### src/common/current_sense_map.svh
// constants for the current-sense configuration and fault counter
`ifndef CURRENT_SENSE_MAP_SVH
`define CURRENT_SENSE_MAP_SVH
`define CSC_OFFSET        8'hd0
`define CSC_RESET         16'h620e
`define CSC_BLANK_MSB     15
`define CSC_BLANK_LSB     11
`define CSC_COUNT_MSB     10
`define CSC_COUNT_LSB     8
`define CSC_METHOD_MSB    3
`define CSC_METHOD_LSB    2
`define CSC_RANGE_MSB     1
`define CSC_RANGE_LSB     0
`define CSC_WMASK         16'hff0f
`define CSC_BLANK_STEP_NS 32
`define CSC_BLANK_MAX     5'h1a
`define CSC_PAGES         2
`endif

### src/common/current_sense_pkg.sv
// types for the current-sense configuration block
package current_sense_pkg;
    typedef enum logic [1:0] {
        method_unused,
        inductor_resistance_sensing_down,
        inductor_resistance_sensing_up,
        stage_monitor_sensing
    } sense_method_t;
    typedef enum logic [1:0] {
        range_low,
        range_medium,
        range_high,
        range_unused
    } sense_range_t;
    typedef struct packed {
        logic [4:0]    blank;
        logic [2:0]    count;
        logic [3:0]    unused;
        sense_method_t method;
        sense_range_t  range;
    } current_sense_config_t;
    typedef struct packed {
        logic [4:0]    blank;
        logic [3:0]    events_needed;
        sense_method_t method;
        sense_range_t  range;
    } sense_setup_t;
endpackage

### src/logic/fault_counter.sv
// consecutive overcurrent / undercurrent event counter for one page
`timescale 1ns/1ps
`default_nettype none
module fault_counter
    import current_sense_pkg::*;
(
    // clock and reset
    input  wire logic       i_clk,
    input  wire logic       i_rst_n,
    // switching cycle strobe and event
    input  wire logic       i_cycle_end,
    input  wire logic       i_event,
    input  wire logic [3:0] i_needed,
    // result
    output logic      [3:0] o_count,
    output logic            o_fault
);
    logic [3:0] count_q, count_d;
    logic       fault_q, fault_d;

    always_comb begin
        count_d = count_q;
        fault_d = fault_q;
        if (i_cycle_end) begin
            if (i_event) begin
                // saturate so a long fault does not wrap
                if (count_q < i_needed) begin
                    count_d = count_q + 4'h1;
                end
                // one bit wider so a count of 15 cannot wrap to zero
                fault_d = (({1'b0, count_q} + 5'h01) >= {1'b0, i_needed});
            end else begin
                count_d = 4'h0;
                fault_d = 1'b0;
            end
        end
    end

    always_ff @(posedge i_clk) begin
        if (!i_rst_n) begin
            count_q <= 4'h0;
            fault_q <= 1'b0;
        end else begin
            count_q <= count_d;
            fault_q <= fault_d;
        end
    end

    assign o_count = count_q;
    assign o_fault = fault_q;

    chk_clean_clears: assert property (@(posedge i_clk) disable iff (!i_rst_n)
        (i_cycle_end && !i_event) |=> (count_q == 4'h0 && !fault_q))
        else $error("clean cycle did not clear counter");
    chk_fault_needs_count: assert property (@(posedge i_clk) disable iff (!i_rst_n)
        $rose(fault_q) |-> (count_q >= i_needed && $past(i_cycle_end) && $past(i_event)))
        else $error("fault raised before enough events");
    chk_one_per_cycle: assert property (@(posedge i_clk) disable iff (!i_rst_n)
        !i_cycle_end |=> (count_q == $past(count_q)))
        else $error("counter moved without cycle strobe");
endmodule
`default_nettype wire

### src/logic/current_sense_config.sv
// paged current-sense configuration word and fault detection
`include "current_sense_map.svh"
`timescale 1ns/1ps
`default_nettype none
module current_sense_config
    import current_sense_pkg::*;
(
    // clock and reset
    input  wire logic        i_clk,
    input  wire logic        i_rst_n,
    // command port from the bus engine
    input  wire logic        i_page,
    input  wire logic [7:0]  i_cmd,
    input  wire logic        i_wr,
    input  wire logic        i_rd,
    input  wire logic [15:0] i_wdata,
    output logic      [15:0] o_rdata,
    output logic             o_rvalid,
    output logic             o_hit,
    // switching cycle and analog events per page
    input  wire logic [1:0]  i_cycle_end,
    input  wire logic [1:0]  i_overcurrent_event,
    input  wire logic [1:0]  i_undercurrent_event,
    // per-page setup and fault
    output sense_setup_t     o_setup0,
    output sense_setup_t     o_setup1,
    output logic      [1:0]  o_fault
);
    current_sense_config_t cfg_q [`CSC_PAGES];
    current_sense_config_t cfg_d [`CSC_PAGES];
    logic [15:0] rdata_q, rdata_d;
    logic        rvalid_q, rvalid_d, hit_q, hit_d;
    sense_setup_t setup_q [`CSC_PAGES];
    sense_setup_t setup_d [`CSC_PAGES];
    logic [1:0]  fault_w, fault_q;
    logic        sel;

    assign sel = (i_cmd == `CSC_OFFSET);

    genvar p;
    generate
        for (p = 0; p < `CSC_PAGES; p++) begin : g_page
            logic [3:0] needed;
            logic       wr_here;
            assign wr_here = i_wr && sel && (i_page == 1'(p));
            always_comb begin
                cfg_d[p] = cfg_q[p];
                // only the selected page takes the write; unused bits stay 0
                if (wr_here) begin
                    cfg_d[p] = current_sense_config_t'(i_wdata & `CSC_WMASK);
                end
                // blanking codes past 832 ns clamp to the top step
                if (wr_here && (i_wdata[`CSC_BLANK_MSB:`CSC_BLANK_LSB] > `CSC_BLANK_MAX)) begin
                    cfg_d[p].blank = `CSC_BLANK_MAX;
                end
            end
            assign needed = {cfg_q[p].count, 1'b1};
            always_comb begin
                setup_d[p].blank         = cfg_q[p].blank;
                setup_d[p].events_needed = needed;
                setup_d[p].method        = cfg_q[p].method;
                setup_d[p].range         = cfg_q[p].range;
            end
            always_ff @(posedge i_clk) begin
                if (!i_rst_n) begin
                    cfg_q[p]   <= current_sense_config_t'(`CSC_RESET);
                    setup_q[p] <= '0;
                end else begin
                    cfg_q[p]   <= cfg_d[p];
                    setup_q[p] <= setup_d[p];
                end
            end
            fault_counter u_count (
                .i_clk       (i_clk),
                .i_rst_n     (i_rst_n),
                .i_cycle_end (i_cycle_end[p]),
                .i_event     (i_overcurrent_event[p] | i_undercurrent_event[p]),
                .i_needed    (needed),
                .o_count     (),
                .o_fault     (fault_w[p])
            );
            chk_page_isolated: assert property (@(posedge i_clk) disable iff (!i_rst_n)
                !(i_wr && sel && i_page == 1'(p)) |=> (cfg_q[p] == $past(cfg_q[p])))
                else $error("page changed without its own write");
        end
    endgenerate

    always_comb begin
        rdata_d  = 16'h0000;
        rvalid_d = i_rd;
        hit_d    = (i_rd || i_wr) && sel;
        if (i_rd && sel) begin
            rdata_d = cfg_q[i_page];
        end
    end

    always_ff @(posedge i_clk) begin
        if (!i_rst_n) begin
            rdata_q  <= 16'h0000;
            rvalid_q <= 1'b0;
            hit_q    <= 1'b0;
            fault_q  <= 2'b00;
        end else begin
            rdata_q  <= rdata_d;
            rvalid_q <= rvalid_d;
            hit_q    <= hit_d;
            fault_q  <= fault_w;
        end
    end

    assign o_rdata  = rdata_q;
    assign o_rvalid = rvalid_q;
    assign o_hit    = hit_q;
    assign o_fault  = fault_q;
    assign o_setup0 = setup_q[0];
    assign o_setup1 = setup_q[1];

    chk_reset_value: assert property (@(posedge i_clk)
        !i_rst_n |=> (cfg_q[0] == `CSC_RESET && cfg_q[1] == `CSC_RESET))
        else $error("reset value not loaded");
    chk_read_back: assert property (@(posedge i_clk) disable iff (!i_rst_n)
        (i_wr && sel && i_wdata[15:11] <= 5'h1a) ##1 (i_rd && sel && i_page == $past(i_page))
        |=> (o_rdata == ($past(i_wdata, 2) & 16'hff0f)))
        else $error("written word not read back");
    chk_blank_clamp: assert property (@(posedge i_clk) disable iff (!i_rst_n)
        (o_setup0.blank <= 5'h1a) && (o_setup1.blank <= 5'h1a))
        else $error("blanking code out of range");
    chk_count_odd: assert property (@(posedge i_clk) disable iff (!i_rst_n)
        i_rst_n |=> (o_setup0.events_needed == {$past(cfg_q[0].count), 1'b1}))
        else $error("event count not twice code plus one");
    chk_method_follow: assert property (@(posedge i_clk) disable iff (!i_rst_n)
        i_rst_n |=> (o_setup1.method == $past(cfg_q[1].method)
             && o_setup1.range == $past(cfg_q[1].range)))
        else $error("method or range not passed through");
    chk_fault_clean: assert property (@(posedge i_clk) disable iff (!i_rst_n)
        (i_cycle_end[0] && !i_overcurrent_event[0] && !i_undercurrent_event[0])
        |-> ##2 !o_fault[0])
        else $error("fault held after clean cycle");
endmodule
`default_nettype wire

### config.mk
export PLATFORM = sky130hd
export DESIGN_NAME = current_sense_config
export DESIGN_NICKNAME = d
export VERILOG_FILES = /design/src/common/current_sense_pkg.sv /design/src/logic/fault_counter.sv /design/src/logic/current_sense_config.sv
export VERILOG_INCLUDE_DIRS = /design/src /design/src/common
export SDC_FILE = /design/constraint.sdc
export NUM_CORES = 1
export LEC_CHECK = 0
export ABC_AREA = 1
export BUFFER_PORTS_ARGS = -buffer_cell sky130_fd_sc_hd__buf_4
export CAP_MARGIN = 15
export CELL_PAD_IN_SITES_DETAIL_PLACEMENT = 0
export CELL_PAD_IN_SITES_GLOBAL_PLACEMENT = 1
export CORE_MARGIN = 4
export CORE_UTILIZATION = 30
export DETAILED_ROUTE_END_ITERATION = 6
export PLACE_DENSITY = 0.67
export SYNTH_ARGS = -nofsm -noshare
export SYNTH_HDL_FRONTEND = slang
export SYNTH_SLANG_ARGS = --single-unit
### constraint.sdc
create_clock -name i_clk -period 4.15 [get_ports i_clk]
set_input_delay 0.2075 -clock i_clk [delete_from_list [all_inputs] [get_ports i_clk]]
set_output_delay 0.2075 -clock i_clk [all_outputs]
set_load 0.01 [all_outputs]
# Word level (Yosys, flattened, before mapping)
# Memory sizes are Yosys's and may differ from the RTL's. A register that Yosys moved wholly into a read port is not among the register bits.
# Cells that the tools add are included.
# classes
add_sub_neg	4
n_lt_le_gt_ge	5
eq_ne	3
n_mux	16
bitwise_logic	7
reduce_logical	12
# op_table
operator	count
$mux W16	4
$mux W13	2
$mux W4	4
$add A4 B1 Y5 const B	2
$ge A5 B4 Y1	2
$mux W5	2
$add A4 B1 Y4 const B	2
$eq A8 B8 Y1 const B	1
$lt A4 B4 Y1	2
$logic_and A1 B1 Y1	7
$or A1 B1 Y1	6
$reduce_and A2 Y1	3
$gt A5 B5 Y1 const B	1
$mux W1	4
$ne A2 B2 Y1 const B	2
$logic_not A1 Y1	1
$logic_or A1 B1 Y1	1
$not A1 Y1	1
# totals
reg_bits	14
ram_bits	58
input_bits	35
output_inout_bits	46
elab_cells	56
memories	2
# memory_table
name	words	word_bits	read_ports	rd_ports_with_merged_regs	write_ports	line_no	text
cfg_q	2	16	3	1	2	current_sense_config.sv:29	current_sense_config_t cfg_q [`CSC_PAGES];
setup_q	2	13	2	0	2	current_sense_config.sv:33	sense_setup_t setup_q [`CSC_PAGES];

# Logic depth before layout (Yosys ltp)
# Gate-level depths: netlist (run 1).
# depth
word_depth	6
mapped_depth	9

# Modules after synthesis
# From an unflattened synthesis (run 1), not the netlist that was laid out.
# unflattened
cells_unflattened	427
area_unflattened_um2	3206.8
# by_module_without_submodules
mod	n_inst	cells_per_inst	area_each_um2
current_sense_config	1	307	2331.0
fault_counter	2	60	437.9

# Worst setup path before layout (run 1)
# Ideal clock, no wire load.
# synth_path
kind	register to register
start	register g_page[0].u_count.count_q[0]
end	register g_page[0].u_count.count_q[2]
setup_ps	70
arrival_ps	1340
t_required_ps	4080
slack_ps	2740
stages_incl_launch_ff	9
path_buffers	0
period_less_slack_ps	1410
path_cell_list	dfxtp_1 inv_1 fa_1 nand3b_1 nand2_1 nand2_1 nand2_1 nand2_1 a21oi_1
# synth_between
elab_chain_len	3
elab_cells_between_ends	6
# synth_lines
item	line_no	text
start: declaration	fault_counter.sv:18	logic [3:0] count_q, count_d;
start signal: assignment	fault_counter.sv:44	count_q <= count_d;
$add A4 B1 Y4 / $lt A4 B4 Y1 (equally long branches)	fault_counter.sv:28, fault_counter.sv:27	
$mux W4 / $ne A2 B2 Y1 (equally long branches)	--	
$mux W4 / $reduce_and A2 Y1 (equally long branches)	--	
# Parallel ways exist; a longest one is shown, timed or not. The select of a mux whose other input is x is not followed.
# A chain may end at the register's enable or synchronous reset.

# Final worst setup path (run 1)
# layout_path
start	register g_page[0].u_count.count_q[0]
end	register g_page[0].u_count.count_q[1]
# The elaborated chain is that of the path after synthesis.

==> results of run 1 <==
layout by cell type, fill, tap and decap left out, types with 3 or more instances in the layout:
cell | synthesis | layout
sky130_fd_sc_hd__nor2_1 | 35 | 35
sky130_fd_sc_hd__ha_1 | 12 | 12
sky130_fd_sc_hd__clkbuf_8 | 0 | 9
sky130_fd_sc_hd__inv_1 | 51 | 51
sky130_fd_sc_hd__a21oi_2 | 5 | 5
sky130_fd_sc_hd__inv_2 | 6 | 6
sky130_fd_sc_hd__or2_2 | 5 | 5
sky130_fd_sc_hd__conb_1 | 1 | 4
sky130_fd_sc_hd__o21bai_1 | 4 | 4
sky130_fd_sc_hd__nand3b_1 | 3 | 3
sky130_fd_sc_hd__dfxtp_1 | 75 | 75
sky130_fd_sc_hd__a21oi_1 | 20 | 20
sky130_fd_sc_hd__nand2_1 | 115 | 115
sky130_fd_sc_hd__nand3_1 | 16 | 16
sky130_fd_sc_hd__buf_4 | 8 | 72
sky130_fd_sc_hd__nor2_2 | 8 | 8
sky130_fd_sc_hd__nand4_1 | 14 | 14
layer usage:
| metal | vias up | GRT usage (%) | share of wire (%) |
|---|---|---|---|
| li1 | 1393 | - | - |
| met1 | 1151 | 15.0 | 49 |
| met2 | 55 | 18.9 | 45 |
| met3 | 12 | 2.66 | 4.5 |
| met4 | 0 | 4.62 | 1.8 |
| met5 | - | 0 | 0 |
kinds of logic (layout without fill, tap and decap cells):
family          Yosys count  count (layout)  synth area share [%]
simple gates            205             205                  29.3
other cells               1               4                 0.116
buf+inv                  77             147                  10.8
compound gates           33              33                  6.25
flops                    75              75                  46.6
fa+ha+maj                14              14                  5.90
xor+xnor                  4               4                  1.09
worst max path at each step:
stage / to / slack (ps) / cells after the start
after CTS: g_page[0].u_count.o_count[1] / 2520 / 8
after floorplan: g_page[0].u_count.o_count[2] / 2740 / 8
after global placement: g_page[0].u_count.o_count[1] / 2570 / 8
final: g_page[0].u_count.o_count[1] / 2530 / 8
after global routing: g_page[0].u_count.o_count[1] / 2350 / 8
after detailed placement: g_page[0].u_count.o_count[1] / 2540 / 8
state kept, by name (all words and copies together), names as in the netlist:
name,cells
o_rvalid,1
setup_q,25
g_page.u_count.o_count,8
o_rdata,12
o_fault,2
o_hit,1
cfg_q,24
g_page.u_count.o_fault,2
through the flow:
step	hold slack, ps	std cells	cell area [µm²]
after floorplan	235	412	3230
after global placement	410	602	3820
after detailed placement	416	602	3820
after CTS	39.2	618	4020
after global routing	57.2	618	4020
final	49.9	618	4020
power groups by stage:
stage               combinational (µW)  sequential, µW  clock, µW
detailed placement                 112             753          0
global placement                   110             753          0
CTS                                112             736        568
floorplan                         63.6             756          0
finish                             110             736        546
global route                       125             738        589
final cells by class:
cell class,instances,area (µm²)
fill,1115,6400
clock buffer,9,124
multi-input combinational,260,1390
inverter,59,224
timing repair buffer,72,541
tap,136,170
clock inverter,7,70.1
sequential,75,1500
worst max-delay path: stages, from the launching register on:
cell and delay (ps):
sky130_fd_sc_hd__dfxtp_1 410, sky130_fd_sc_hd__inv_1 100, sky130_fd_sc_hd__fa_1 420, sky130_fd_sc_hd__nand3b_1 160
sky130_fd_sc_hd__nand2_1 110, sky130_fd_sc_hd__nand2_1 60, sky130_fd_sc_hd__nand2_1 120, sky130_fd_sc_hd__nand2_1 70
sky130_fd_sc_hd__a21oi_1 110
==> impl.org, run 1 <==
** STA
- On the final layout, the worst clock skew is 11.3 ps.
- Maximum clock frequency :: 616 MHz
- Setup-violating endpoint count in the final report :: 0
- At the pin with the least slew margin, the transition time is between 500 and 600 ps.
- Final period utilization :: 39.1%
- Shortest clock period the worst path allows after layout :: approximately 1600 ps
- The worst path meets setup with 2530 ps of slack.
- Pins over their slew limit :: 0
- Setup TNS :: 0 ps
- Relative slew slack :: 63.4%
- The final number of hold-violating endpoints came to 0.
- Setup repair after global routing left no endpoint under its margin.

** Pwr
- Of the total power, the share spent switching nets is about 28%.
- Post-layout total power :: 1390 µW
- Leakage :: 0.00210 µW
- Per report_power, the sequential group accounts for 52.9% of the total.
- Power per standard cell area :: 347 mW/mm²
- Share of power burned in the clock network :: 39.3%
- Proportion of power drawn by combinational gates :: 7.9%
- Summed over all nets, the switching power comes to 383 µW.
- The worst-case IR drop observed on VDD is 0.149 mV.
- Cell internal power was estimated by the tool at 1010 µW.

** Global routing
- The via count of the first global-routing pass is 2503.
- Number of antenna violations at the first check in global routing :: 0
- Largest net degree at the start of global routing :: 55
- The first global-routing pass estimated ~12000 µm of wire.
- Across every metal layer, demand over resource in global routing totals between 10% and 20%.
- Total overflow reported by the global router :: 0

** Clocking
- The later pin in the worst-skew pair is clocked with a latency of 360 ps.
- Number of buffers added to fix hold violations after cts :: 0
- Post-CTS repair timing setup buffer count :: 0
- After clock tree synthesis, the clock-pin slew on the worst setup and hold paths is 100 ps.
- Cell chosen for the clock root :: sky130_fd_sc_hd__clkbuf_8
- Total number of clock tree sinks :: 75
- The number of gates resized after CTS was 0.
- TritonCTS built the clock tree.
- No sink is reached through more buffers than the 2 on the longest clock path.
- Inserted Clock Buffers :: 9
- The H-tree generated during clock tree synthesis spans 3 levels.

** Setup path
- Of all nets on the critical path, the largest fanout is 5.
- STA classifies the critical path startpoint as a flip-flop.
- Worst setup startpoint :: g_page[0].u_count.o_count[0]
- Launch point of the worst reg-to-reg path :: g_page[0].u_count.o_count[0]
- FF-to-FF setup slack :: around 2500 ps
- STA classifies the critical path endpoint as a flip-flop.
- In this run the critical register-to-register path is captured at g_page[0].u_count.o_count[1].
- The critical path in this run is classified as reg2reg.
- STA puts the critical path data required time at 4440 ps.
- Cell count of the worst reg-to-reg path :: 8
- Arrival time at the worst endpoint :: 1910 ps

** Synth
- The synthesized design contains between 70 and 80 register bits.
- Summing the sequential cell areas from Yosys gives between 40 and 50% of the chip area.
- Fraction of registers with async set or reset after synthesis :: 0%
- Avg Inst Size Synth :: 7.88 µm²
- Most common flop cell mapped by yosys :: sky130_fd_sc_hd__dfxtp_1
- Top post-synthesis cells by count :: 115 x sky130_fd_sc_hd__nand2_1, 75 x sky130_fd_sc_hd__dfxtp_1, 51 x sky130_fd_sc_hd__inv_1
- Yosys warning total :: 0
- Post-synthesis cell type count :: 32
- By instance count, the leading cell after synthesis is sky130_fd_sc_hd__nand2_1.
- Summed over its instances, the top area cell type makes up a little under half of the synthesized netlist area.
- Counting flops with a built-in enable in the synthesized netlist gives 0.
- By area the synthesized netlist is led by sky130_fd_sc_hd__dfxtp_1 47%, sky130_fd_sc_hd__nand2_1 13%, sky130_fd_sc_hd__inv_1 5.9%, sky130_fd_sc_hd__ha_1 4.7%, sky130_fd_sc_hd__nor2_1 4.1%.
- Counting every instance in the synthesized netlist gives 409.
- The cell area that synthesis handed to floorplanning was approximately 0.0032 mm².
- Synth area leader :: sky130_fd_sc_hd__dfxtp_1

** Floorplanning
- Vertical die dimension :: 112 µm
- Std-Cell Rows :: 37
- Width of the chip :: 112 µm
- Die footprint :: roughly 0.012 mm²
- Once the floorplan was initialized, standard cells occupied 30.9% of the core.
- Boundary Pins :: 81
- The core region is 0.0104 mm².

** Placement
- The HPWL after detailed placement is between 5000 and 6000 µm.
- Placer's final routability congestion estimate :: 0.740
- PortBufs :: a little over 70
- At the placement stage, the worst setup path has a slack of 2540 ps.

** Layout
- Compared with the post-synthesis result, the final layout area differs by 24.6%.
- Final cell utilization of the core :: 38.6%
- Antenna Diode Count :: 0
- In the final design database the tool counted around 530 nets.
- Fraction of final layout cells sized beyond drive strength 1 :: between 20% and 30%

** Drt
- Final ANT Viol Nets :: 0
- In the routed design, unresolved DRC markers number 0.
- Vias per Instance :: between 4 and 5
- The detailed router finished its first iteration with 80 violations.
- Pre-Repair DR Iteration Count :: 4
- The routed design has 7100 µm of wire.
- In the final routed layout, each cell accounts on average for 11.5 µm.
- Vias after detailed routing :: about 2.6k

** Min path
- Hold Crit Start :: i_wdata[1]
- Worst Hold Depth :: 3
- Hold Crit Endpoint :: cfg_q[0][1]
- Worst min-delay path class :: in2reg

** Job
- The tool flagged a number of max-cap violations equal to 0.

** Outcome
- Outcome :: completed
Power figures use the tool's default switching activity.
==> run 2: changes to the inputs <==
--- a/config.mk
+++ b/config.mk
@@ -14,7 +14,7 @@
 export CORE_MARGIN = 4
 export CORE_UTILIZATION = 30
 export DETAILED_ROUTE_END_ITERATION = 6
-export PLACE_DENSITY = 0.67
+export PLACE_DENSITY = 0.69
 export SYNTH_ARGS = -nofsm -noshare
 export SYNTH_HDL_FRONTEND = slang
 export SYNTH_SLANG_ARGS = --single-unit
==> constraint.sdc (replaced) <==
create_clock -name i_clk -period 1.4 [get_ports i_clk]
set_input_delay 0.07 -clock i_clk [delete_from_list [all_inputs] [get_ports i_clk]]
set_output_delay 0.07 -clock i_clk [all_outputs]
set_load 0.01 [all_outputs]
==> run 2 against run 1 <==
Effect of this change:
- worst setup slack worse by 2600 ps
- first-iteration DRC count is 44% higher
- sequential power grew to 3.0 times the previous value
- register-to-register slack worse by 2600 ps
- design area is 9.1% higher
- flip-flop and latch count stayed put
- sequential share of layout area is 2.6 points lower
- the flow now finishes with violations (negative setup slack)
- total power grew to 3.1 times the previous value
- clock skew is 1.1 ps lower
- critical endpoint is now g_page[0].u_count.o_fault
- clock power grew to 3.2 times the previous value
==> impl.org, run 2 (same netlist as run 1, synthesis figures left out) <==
** Layout
- Total of fill cells in the finished design :: approximately 1.1k
- Antenna Diode Count :: 0
- Count of placed standard cells in the final layout, fillers left out :: 646
- Most common cell after layout, fill and taps aside :: sky130_fd_sc_hd__nand2_1
- Fraction of final layout cells sized beyond drive strength 1 :: 34.3%
- The area growth from synthesis to layout is 36.0%.
- Largest reg by FF count :: setup_q
- The register with the most flip-flops in the layout has 25 of them.
- Sequential cell area :: 0.00152 mm²
- Final cell utilization of the core :: 42.1%
- Highest-count cells in the layout ignoring fill and taps :: 108 x sky130_fd_sc_hd__nand2_1, 93 x sky130_fd_sc_hd__buf_4, 68 x sky130_fd_sc_hd__dfxtp_1
- In the final design database the tool counted between 500 and 600 nets.
- In the final layout, the multi-input gates occupy 0.00149 mm².

** Drt
- DRC violations left :: 0
- In this run the remaining antenna-violating nets after routing total 0.
- Dividing the detail-routed via count by the number of cells gives 4.23.
- Vias after detailed routing :: 2731
- Average routed wire per standard cell :: 11.8 µm
- Pre-Repair DR Iteration Count :: 4
- The final layout contains routed wiring with a total length of 7600 µm.
- Number of design-rule violations left by the first detailed-router iteration :: 115

** Setup path
- STA puts the critical path data required time at 1640 ps.
- Data arrives at the worst endpoint at 1720 ps.
- The setup path with the least slack is of type reg2reg.
- Crit. End Element :: flip-flop
- The worst setup path is launched from a flip-flop.
- CP Max Fanout :: 5

** Pwr
- The design draws 4320 µW.
- The analysis attributes to cell leakage a power of 0.00225 µW.
- VDD sags by at most between 0.3 and 0.4 mV.
- For this design the ratio of total power to cell area is between 900 and 1000 mW/mm².

** Floorplanning
- For this configuration, the core starts out at a cell density of a little under a third.
- The die covers about 0.012 mm².
- Vertical die dimension :: 112 µm
- Row generation in the floorplan step produced 37 rows.
- Boundary Pins :: ~80
- After floorplanning, the core was sized to cover approximately 0.010 mm².
- From left edge to right edge, the die measures 112 µm.

** Global routing
- For met1 alone, demand over resource in global routing was 16.2%.
- Number of antenna violations at the first check in global routing :: 0
- Global routing used 19.9% of the available met2 tracks.
- Global routing consumed, on the met3 layer, 4.46% of the routing resources.
- After global routing the overflow that remains totals 0.
- Busiest metal layer after global routing :: met2
- Entering global routing, the biggest net connects 30 pins.
- Global-route wire length before repair :: 12800 µm
- The via count of the first global-routing pass came to approximately 2.7k.
- GRT Overall Usage :: 12.6%

** Clocking
- CTS clock-pin slew for the worst setup and hold paths :: 80 ps
- The tree is rooted in a sky130_fd_sc_hd__clkbuf_8.
- H-tree Lvls :: 3
- Clock latency on the worst-skew pair, taken at its later pin, is 350 ps.
- Inserted Clock Buffers :: 9
- TritonCTS built the clock tree.
- In this run the deepest clock path goes through 2 buffers.
- For this design, the sink count on the clock tree is 75.

** Outcome
- Violations in the final reports :: negative setup slack
- The run finished, with violations left.

** Placement
- Once placement completed, the tool counted placed cells totaling 616.
- Detailed placement ended at an HPWL of ~5400 µm.
- PortBufs :: 72
- The congestion estimate from routability-driven global placement came to 0.748.

** STA
- Final WS setup :: -81.8 ps
- Setup-violating endpoint count in the final report :: 9
- Setup skew after layout :: 10.2 ps
- The final number of hold-violating endpoints came to 0.
- Final period utilization :: 106%
- The worst path in the final design needs a cycle of 1480 ps, including I/O delays and setup.
- Setup repair after global routing could not meet its margin everywhere.
- The count of final max-slew check failures is 0.
- For this run, the top clock speed supported by timing is 675 MHz.

** Job
- Max-cap check violation count :: 0

** Min path
- The min-delay analysis places its worst path in the category in2reg.
[run 2: cell count changes in the layout (fill, tap and decap cells not counted), sizes merged]
cell	before	now
clkinvlp	1	0
clkinv	5	4
bufinv	0	1
clkbuf	9	10
buf	72	93
dlygate4sd3	0	7
[run 2: worst paths after layout]
kind	from	end	slack [ps]	cells after the start
worst max register to register	g_page[0].u_count.o_count[0]	g_page[0].u_count.o_fault	-80	7
worst min-delay path	i_rst_n	setup_q[1][4]	20	1
worst min register to register	g_page[1].u_count.o_fault	o_fault[1]	430	2
worst max-delay path	g_page[0].u_count.o_count[0]	g_page[0].u_count.o_fault	-80	7
[run 2: what timing repair did]
| item | in CTS | in global routing |
|---|---|---|
| hold endpoints to repair | 10 | 1 |
| pin swaps | 9 | 6 |
| buffers inserted | 5 | 2 |
| endpoints found under the setup margin | 10 | 10 |
| hold buffers | 6 | 1 |
| gates resized for setup | 26 | 14 |
[run 2: critical path, stage by stage, from the launching register on]
cell	delay, ps
sky130_fd_sc_hd__dfxtp_4	400
sky130_fd_sc_hd__inv_4	40
sky130_fd_sc_hd__fa_2	550
sky130_fd_sc_hd__o21bai_1	60
sky130_fd_sc_hd__a21oi_1	130
sky130_fd_sc_hd__o21bai_1	90
sky130_fd_sc_hd__nand2_1	60
sky130_fd_sc_hd__nand2_1	50
[run 2: through the flow]
step / setup slack [ps] / TNS [ps] / cell area, µm² / hold slack [ps]
finish: -81.8 / -496 / 4380 / 21.5
floorplan: 21.9 / 0 / 3240 / 97.7
global placement: -82.7 / -712 / 3930 / 285
CTS: -72.3 / -218 / 4310 / 1.35
detailed placement: -122 / -1070 / 3930 / 284
global route: -193 / -1250 / 4380 / 10.2
[run 2: cell type report]
| class | count | area share, % |
|---|---|---|
| clock buffer | 10 | 3.14 |
| inverter | 59 | 5.22 |
| sequential | 75 | 34.7 |
| multi-input combinational | 260 | 33.9 |
| tap | 136 | 3.88 |
| clock inverter | 6 | 1.60 |
| timing repair buffer | 100 | 17.5 |
[run 2: report_power, final]
part	leakage, µW	switching [µW]	internal [µW]	total, µW
combinational	0.00153	208	190	397
sequential	0.000615	23.8	2160	2180
clock	0.000108	848	891	1740
total	0.00225	1080	3240	4320
[run 2: routing by layer]
| metal | vias up | wire [µm] |
|---|---|---|
| met1 | 1226 | 3600 |
| met4 | 0 | 36 |
| li1 | 1441 | - |
| met3 | 2 | 377 |
| met2 | 62 | 3590 |
| met5 | - | 0 |
